[src/include/sar_adc_pkg.sv]
/*
  package for the successive-approximation converter control block:
  clock rates, step counts, register map, state codes and carriers.
  assumes a single 20 MHz system clock and an apb master with 32-bit data.
*/
package sar_adc_pkg;

  // --------------------------------------------------------------
  // timing
  // --------------------------------------------------------------
  localparam int unsigned SYS_CLK_HZ = 20000000;
  localparam int unsigned CONV_CLK_HZ = 640000;
  // rounds down: converter clock a little fast, still inside limits
  localparam int unsigned CONV_DIV = SYS_CLK_HZ / CONV_CLK_HZ;
  localparam int unsigned RES_BITS = 8;
  localparam int unsigned STEP_CLKS = 8;
  localparam int unsigned EOC_MAX_CONV_CLKS = 8;
  localparam int unsigned CONV_TIME_MIN_US = 90;
  localparam int unsigned CONV_TIME_MAX_US = 116;
  localparam int unsigned CONV_MIN_CYC = CONV_TIME_MIN_US * (SYS_CLK_HZ / 1000000);
  localparam int unsigned CONV_MAX_CYC = CONV_TIME_MAX_US * (SYS_CLK_HZ / 1000000);

  // --------------------------------------------------------------
  // register map
  // --------------------------------------------------------------
  localparam logic [31:0] CTRL_OFS = 32'h0000_0000;
  localparam logic [31:0] STATUS_OFS = 32'h0000_0004;
  localparam logic [31:0] MASK_OFS = 32'h0000_0008;
  localparam logic [31:0] RESULT_OFS = 32'h0000_000c;
  localparam int unsigned CTRL_FREE_RUN_BIT = 0;
  localparam int unsigned EV_DONE_BIT = 0;
  localparam int unsigned EV_ABORT_BIT = 1;
  localparam int unsigned EV_BITS = 2;
  localparam logic CTRL_RST = 1'b0;
  localparam logic [1:0] MASK_RST = 2'h0;
  localparam logic DONE_RST = 1'b1;

  // --------------------------------------------------------------
  // types
  // --------------------------------------------------------------
  typedef enum logic [4:0] {
    ST_IDLE = 5'b00001,
    ST_ARMED = 5'b00010,
    ST_CONV = 5'b00100,
    ST_LOAD = 5'b01000,
    ST_DONE = 5'b10000
  } conv_state_t;

  typedef struct packed {
    logic psel;
    logic penable;
    logic pwrite;
    logic [31:0] paddr;
    logic [31:0] pwdata;
  } apb_req_t;

endpackage : sar_adc_pkg

[src/core/sar_adc_ctrl.sv]
/*
  control logic of an 8-channel, 8-bit successive-approximation converter:
  channel latch, approximation register, end-of-conversion, gated result
  outputs, and an apb register file with a masked interrupt.
  assumes the ladder and comparator sit outside; comp_above comes from
  the comparator and all pin inputs are asynchronous to core_clk.
*/
`timescale 1ns/1ps
`default_nettype none

module sar_adc_ctrl (
  input wire logic core_clk,
  input wire logic sys_rst,
  input wire sar_adc_pkg::apb_req_t apb_req,
  output logic [31:0] prdata,
  output logic pready,
  output logic pslverr,
  output logic irq,
  input wire logic ale,
  input wire logic [2:0] addr,
  input wire logic conversion_trigger,
  input wire logic output_enable,
  input wire logic comp_above,
  output logic [2:0] chan_sel,
  output logic [7:0] chan_onehot,
  output logic [7:0] ladder_code,
  output logic conversion_done,
  output logic [7:0] data_out,
  output logic data_oe
);

  // --------------------------------------------------------------
  // pin synchronisers
  // --------------------------------------------------------------
  logic [6:0] s1_q;
  logic [6:0] s2_q;
  logic ale_s, trig_pin_s, oe_s, comp_s;
  logic [2:0] addr_s;

  always_ff @(posedge core_clk) begin
    if (sys_rst) begin
      s1_q <= '0;
      s2_q <= '0;
    end else begin
      s1_q <= {ale, addr, conversion_trigger, output_enable, comp_above};
      s2_q <= s1_q;
    end
  end

  assign ale_s = s2_q[6];
  assign addr_s = s2_q[5:3];
  assign trig_pin_s = s2_q[2];
  assign oe_s = s2_q[1];
  assign comp_s = s2_q[0];

  // --------------------------------------------------------------
  // converter clock enable
  // --------------------------------------------------------------
  logic [5:0] div_q;
  logic tick;

  always_ff @(posedge core_clk) begin
    if (sys_rst || div_q == 6'(sar_adc_pkg::CONV_DIV - 1)) begin
      div_q <= '0;
    end else begin
      div_q <= div_q + 6'd1;
    end
  end

  assign tick = (div_q == 6'(sar_adc_pkg::CONV_DIV - 1));

  // --------------------------------------------------------------
  // edges and channel latch
  // --------------------------------------------------------------
  logic ale_p_q, trig_p_q, free_run_q, done_q;
  logic trig_eff, trig_rise, trig_fall, ale_rise;
  logic [2:0] chan_q;
  logic [7:0] onehot_q;

  assign trig_eff = trig_pin_s | (free_run_q & done_q);
  assign trig_rise = trig_eff & ~trig_p_q;
  assign trig_fall = ~trig_eff & trig_p_q;
  assign ale_rise = ale_s & ~ale_p_q;

  always_ff @(posedge core_clk) begin
    if (sys_rst) begin
      ale_p_q <= 1'b0;
      trig_p_q <= 1'b0;
    end else begin
      ale_p_q <= ale_s;
      trig_p_q <= trig_eff;
    end
  end

  always_ff @(posedge core_clk) begin
    if (sys_rst) begin
      chan_q <= '0;
      onehot_q <= 8'h01;
    end else if (ale_rise) begin
      chan_q <= addr_s;
      onehot_q <= 8'h01 << addr_s;
    end
  end

  assign chan_sel = chan_q;
  assign chan_onehot = onehot_q;

  // --------------------------------------------------------------
  // approximation sequencer
  // --------------------------------------------------------------
  sar_adc_pkg::conv_state_t state_q;
  logic [7:0] sar_q, sar_dec, result_q;
  logic [2:0] bit_q, step_q;
  logic last_step;

  always_comb begin
    sar_dec = sar_q;
    sar_dec[bit_q] = comp_s;
  end

  assign last_step = tick && step_q == 3'(sar_adc_pkg::STEP_CLKS - 1);

  always_ff @(posedge core_clk) begin
    if (sys_rst) begin
      state_q <= sar_adc_pkg::ST_IDLE;
      sar_q <= '0;
      bit_q <= 3'd7;
      step_q <= '0;
      done_q <= sar_adc_pkg::DONE_RST;
      result_q <= '0;
    end else if (trig_rise) begin
      state_q <= sar_adc_pkg::ST_ARMED;
      sar_q <= '0;
      done_q <= 1'b0;
    end else begin
      unique case (state_q)
        sar_adc_pkg::ST_ARMED: begin
          if (trig_fall) begin
            state_q <= sar_adc_pkg::ST_CONV;
            sar_q <= 8'h80;
            bit_q <= 3'd7;
            step_q <= '0;
          end
        end
        sar_adc_pkg::ST_CONV: begin
          if (last_step) begin
            step_q <= '0;
            if (bit_q == 3'd0) begin
              sar_q <= sar_dec;
              result_q <= sar_dec;
              state_q <= sar_adc_pkg::ST_LOAD;
            end else begin
              sar_q <= sar_dec | (8'h01 << (bit_q - 3'd1));
              bit_q <= bit_q - 3'd1;
            end
          end else if (tick) begin
            step_q <= step_q + 3'd1;
          end
        end
        sar_adc_pkg::ST_LOAD: begin
          if (tick) begin
            state_q <= sar_adc_pkg::ST_DONE;
            done_q <= 1'b1;
          end
        end
        sar_adc_pkg::ST_IDLE, sar_adc_pkg::ST_DONE: begin
        end
      endcase
    end
  end

  assign ladder_code = sar_q;
  assign conversion_done = done_q;

  // --------------------------------------------------------------
  // result outputs
  // --------------------------------------------------------------
  // pins float unless the host enables them; the pad applies oe
  assign data_out = result_q;
  assign data_oe = oe_s;

  // --------------------------------------------------------------
  // apb registers and interrupt
  // --------------------------------------------------------------
  logic [1:0] status_q, mask_q, ev, clr;
  logic [31:0] rdata_q, rd_mux;
  logic irq_q, wr_acc, hit, busy;

  assign busy = (state_q == sar_adc_pkg::ST_CONV) || (state_q == sar_adc_pkg::ST_LOAD);
  assign ev[sar_adc_pkg::EV_DONE_BIT] = (state_q == sar_adc_pkg::ST_LOAD) && tick && !trig_rise;
  assign ev[sar_adc_pkg::EV_ABORT_BIT] = trig_rise && busy;
  assign wr_acc = apb_req.psel && apb_req.penable && apb_req.pwrite;
  assign hit = apb_req.paddr == sar_adc_pkg::CTRL_OFS || apb_req.paddr == sar_adc_pkg::STATUS_OFS
    || apb_req.paddr == sar_adc_pkg::MASK_OFS || apb_req.paddr == sar_adc_pkg::RESULT_OFS;
  assign clr = (wr_acc && apb_req.paddr == sar_adc_pkg::STATUS_OFS) ? apb_req.pwdata[1:0] : 2'h0;

  always_comb begin
    rd_mux = '0;
    unique case (apb_req.paddr)
      sar_adc_pkg::CTRL_OFS: rd_mux = {31'h0, free_run_q};
      sar_adc_pkg::STATUS_OFS: rd_mux = {30'h0, status_q};
      sar_adc_pkg::MASK_OFS: rd_mux = {30'h0, mask_q};
      sar_adc_pkg::RESULT_OFS: rd_mux = {15'h0, busy, 5'h0, chan_q, result_q};
      default: rd_mux = '0;
    endcase
  end

  always_ff @(posedge core_clk) begin
    if (sys_rst) begin
      free_run_q <= sar_adc_pkg::CTRL_RST;
      mask_q <= sar_adc_pkg::MASK_RST;
      rdata_q <= '0;
    end else begin
      if (wr_acc && apb_req.paddr == sar_adc_pkg::CTRL_OFS) begin
        free_run_q <= apb_req.pwdata[sar_adc_pkg::CTRL_FREE_RUN_BIT];
      end
      if (wr_acc && apb_req.paddr == sar_adc_pkg::MASK_OFS) begin
        mask_q <= apb_req.pwdata[1:0];
      end
      // captured in setup so the access phase sees a flopped value
      if (apb_req.psel && !apb_req.penable) begin
        rdata_q <= rd_mux;
      end
    end
  end

  // set wins over a same-cycle clear
  always_ff @(posedge core_clk) begin
    if (sys_rst) begin
      status_q <= '0;
      irq_q <= 1'b0;
    end else begin
      status_q <= (status_q & ~clr) | ev;
      irq_q <= |(((status_q & ~clr) | ev) & mask_q);
    end
  end

  assign irq = irq_q;
  assign prdata = rdata_q;
  assign pready = 1'b1;
  assign pslverr = apb_req.psel && apb_req.penable && !hit;

  // --------------------------------------------------------------
  // checks
  // --------------------------------------------------------------
  logic [3:0] dec_cnt_q;
  logic [11:0] cyc_q;

  always_ff @(posedge core_clk) begin
    if (sys_rst || trig_rise) begin
      dec_cnt_q <= '0;
      cyc_q <= '0;
    end else if (busy) begin
      cyc_q <= cyc_q + 12'd1;
      if (state_q == sar_adc_pkg::ST_CONV && last_step) begin
        dec_cnt_q <= dec_cnt_q + 4'd1;
      end
    end
  end
endmodule : sar_adc_ctrl

`default_nettype wire

[config.mk]
export PLATFORM = sky130hd
export DESIGN_NAME = sar_adc_ctrl
export DESIGN_NICKNAME = d
export VERILOG_FILES = /design/src/include/sar_adc_pkg.sv /design/src/core/sar_adc_ctrl.sv
export SDC_FILE = /design/constraint.sdc
export NUM_CORES = 1
export LEC_CHECK = 0
export ABC_AREA = 1
export BUFFER_PORTS_ARGS = -buffer_cell sky130_fd_sc_hd__clkbuf_2
export CAP_MARGIN = 10
export CORE_UTILIZATION = 37
export CTS_CLUSTER_DIAMETER = 200
export CTS_CLUSTER_SIZE = 12
export DETAILED_ROUTE_END_ITERATION = 10
export PLACE_DENSITY = 0.63
export REMOVE_ABC_BUFFERS = 1
export SETUP_SLACK_MARGIN = 0.2
export SLEW_MARGIN = 20
export SYNTH_ARGS = -nofsm -noshare
export SYNTH_HDL_FRONTEND = slang
export SYNTH_SLANG_ARGS = --single-unit
[constraint.sdc]
create_clock -name core_clk -period 4.1 [get_ports core_clk]
set_clock_uncertainty 0.15 [all_clocks]
set_input_delay 0.615 -clock core_clk [delete_from_list [all_inputs] [get_ports core_clk]]
set_output_delay 0.615 -clock core_clk [all_outputs]
set_load 0.01 [all_outputs]
==> impl_metrics.tcl <==
set metrics [dict create \
    status "finished clean" \
    intPower_uw 1130 \
    wl_mm 8.52 \
    globalplace.congestion 0.866 \
    yosys_most_used_dff "dfxtp_1" \
    powerDensity_nw_per_um2 335 \
    post_cts_buffers 0 \
    timing.setup.tns_ps 0 \
    cts_tree "done" \
    synthesis.area_um2 3900 \
    path_clk_slew_ps 100 \
    ir_drop_v 0.000167 \
    track_usage 0.161 \
    grt_setup_unrepaired "no" \
    synthCells 545 \
    max-slew-margin-rel 0.547 \
    ys_seq_area_frac 0.406 \
    synth_top_family_by_area "simple AND/OR/NAND/NOR gates" \
    layout_commonest_cell "nand2_1" \
    vias 3540 \
    r2r_slack_ps 1740 \
    avgSynthCellArea_um2 7.15 \
    slowest_delay_ps 350 \
    rows 37 \
    cts_hold_buf 0 \
    yosys.area_share.simple 0.272 \
    diodes 0 \
    min_path_cells 2 \
    dieArea_um2 10900 \
    area_growth_pct 17.4 \
    worstPathArrival_ps 1900 \
    crit_slowest_cell "inv_1" \
    rr_endpoint "data_out[3]" \
    worst_pin_slew_ps 678 \
    worstSetupStartpoint "apb_req[48]" \
    post-route-period-util 0.651 \
    final_cell_mix "nand2_1 (99), clkbuf_2 (88), nor2_1 (83), dfxtp_1 (79), inv_1 (71)" \
    start_kind "primary input" \
    max_cap_viol_count 0 \
    ys_seq_elements 79 \
    p_sw_frac 0.264 \
    clk_path_buf_depth 2 \
    grt_pass1_wl_mm 14.5 \
    seqPwrFrac 0.522 \
    drtIter0Drc 145 \
    ios 140 \
    drive_gt1_frac 0.209 \
    coreArea_um2 10300 \
    numClockSinks 79 \
    crit_required_ps 3340 \
    die_h_um 105 \
    first_pass_iters 6 \
    grt_overflow 0 \
    die_x_um 105 \
    ff2ff_path_depth 9 \
    async_flop_share 0 \
    antenna_found_initial 0 \
    synthAdderAreaFrac 0.0353 \
    synthDistinctLibCells 40 \
    wl_per_cell_um 11.0 \
    io_buffers 88 \
    dp_hpwl_mm 6.37 \
    crit_chain "clkbuf_2, inv_1, nand2_1, nor2_1, nand2_1, nor2_2, nand2_1, inv_1, nor4_1, clkbuf_2" \
    synth_xor_area_frac 0.00674 \
    start_util 0.379 \
    hold_viol_final 0 \
    min_path_type "reg -> reg" \
    crit_top_cell "nand2_1" \
    cts-root-buf "clkbuf_8" \
    crit_fanout 12 \
    synth.area.mux_share 0 \
    final_nets 719 \
    cts_made_buffers 9 \
    synth_warnings 0 \
    fillCellCount 1082 \
    grt_pass1_vias 3247 \
    h-tree-depth 3 \
    endpoint "pslverr" \
    p_switching_uw 404 \
    cp-end-kind "output pin" \
    setup_violations 0 \
    critPathKind "in -> out" \
    via_per_inst 4.58 \
    synth_edf_count 0 \
    drc 0 \
    grt_max_degree 36 \
    cts_resized 0 \
    fmax_mhz 375 \
    finalPower_uw 1530 \
    synth_compound_area_frac 0.143 \
    p_leak_uw 0.00219 \
    combPwrFrac 0.080 \
    drtAntennaViolNets 0 \
    insertion_delay_ps 350 \
    timing.rr.start "bit_q[0]" \
    slew_viol_final 0 \
    min_period_ps 2670 \
    p_clk_frac 0.398 \
]
cell usage after synthesis, types with 4 or more instances:
cell type   n  area [um^2]
ha_1       11          138
nor2_1     83          312
a22oi_1     4         30.0
buf_4      22          165
dfxtp_1    79         1580
nor2_2      4         25.0
inv_2       4         15.0
nand2_1    99          372
o21ai_1     4         20.0
o21ai_0    38          190
clkbuf_1    7         26.3
inv_1      71          267
nand3_1    29          145
a21oi_1    50          250
logic make-up after synthesis:
kind of cell,Yosys count
simple gates,235
buf+inv,111
compound gates,104
flops,79
fa+ha+maj,11
xor+xnor,3
other cells,2
routing by layer:
| metal | wire [um] | up-vias | global-route usage |
|---|---|---|---|
| met4 | 95 | 0 | 0.0493 |
| met1 | 4060 | 1592 | 0.195 |
| li1 | - | 1860 | - |
| met3 | 430 | 10 | 0.0399 |
| met2 | 3930 | 78 | 0.281 |
| met5 | 0 | - | 0 |
layout make-up:
type                       count  area (um^2)  area share
clock buffer                   9          124      0.0271
tap                          136          170      0.0372
clock inverter                 7         83.8      0.0183
inverter                      77          292      0.0637
sequential                    79         1580       0.346
multi-input combinational    374         1860       0.407
timing repair buffer          91          463       0.101
through the flow:
stage / util / cells / cell area [um^2] / hold WS (ps) / setup slack [ps]
finish: 0.445 / 773 / 4580 / 254 / 1430
global route: 0.445 / 773 / 4580 / 271 / 1200
CTS: 0.445 / 773 / 4580 / 260 / 1410
detailed placement: 0.425 / 757 / 4370 / 245 / 1410
global placement: 0.425 / 757 / 4370 / 240 / 1450
floorplan: - / 530 / 3730 / 238 / 1860
critical path, delay by kind of cell:
family,cells,cell delay [ps]
buf+inv,4,630
simple gates,6,650
power by group through the flow:
stage | registers (uW) | clock network, uW | logic [uW]
detailed placement | 817 | 0 | 123
global route | 802 | 663 | 141
floorplan | 819 | 0 | 64.2
CTS | 799 | 625 | 124
finish | 799 | 609 | 123
global placement | 816 | 0 | 121
flip-flops by register name, summed over array words and instances (netlist names), 2 cells and up:
| register | flops |
|---|---|
| data_out | 8 |
| div_q | 6 |
| status_q | 2 |
| s1_q | 7 |
| chan_sel | 3 |
| bit_q | 3 |
| step_q | 3 |
| mask_q | 2 |
| s2_q | 7 |
| prdata | 12 |
| ladder_code | 8 |
| chan_onehot | 8 |
| state_q | 5 |
worst min path at each step:
stage,slack (ps),end,from
after floorplan,240,s2_q[0],s1_q[0]
after global placement,240,s2_q[2],s1_q[2]
after detailed placement,240,s2_q[1],s1_q[1]
after CTS,260,s2_q[4],s1_q[4]
after global routing,270,s2_q[3],s1_q[3]
final,250,s2_q[3],s1_q[3]
Note: power is estimated with default switching activity, not from simulation.
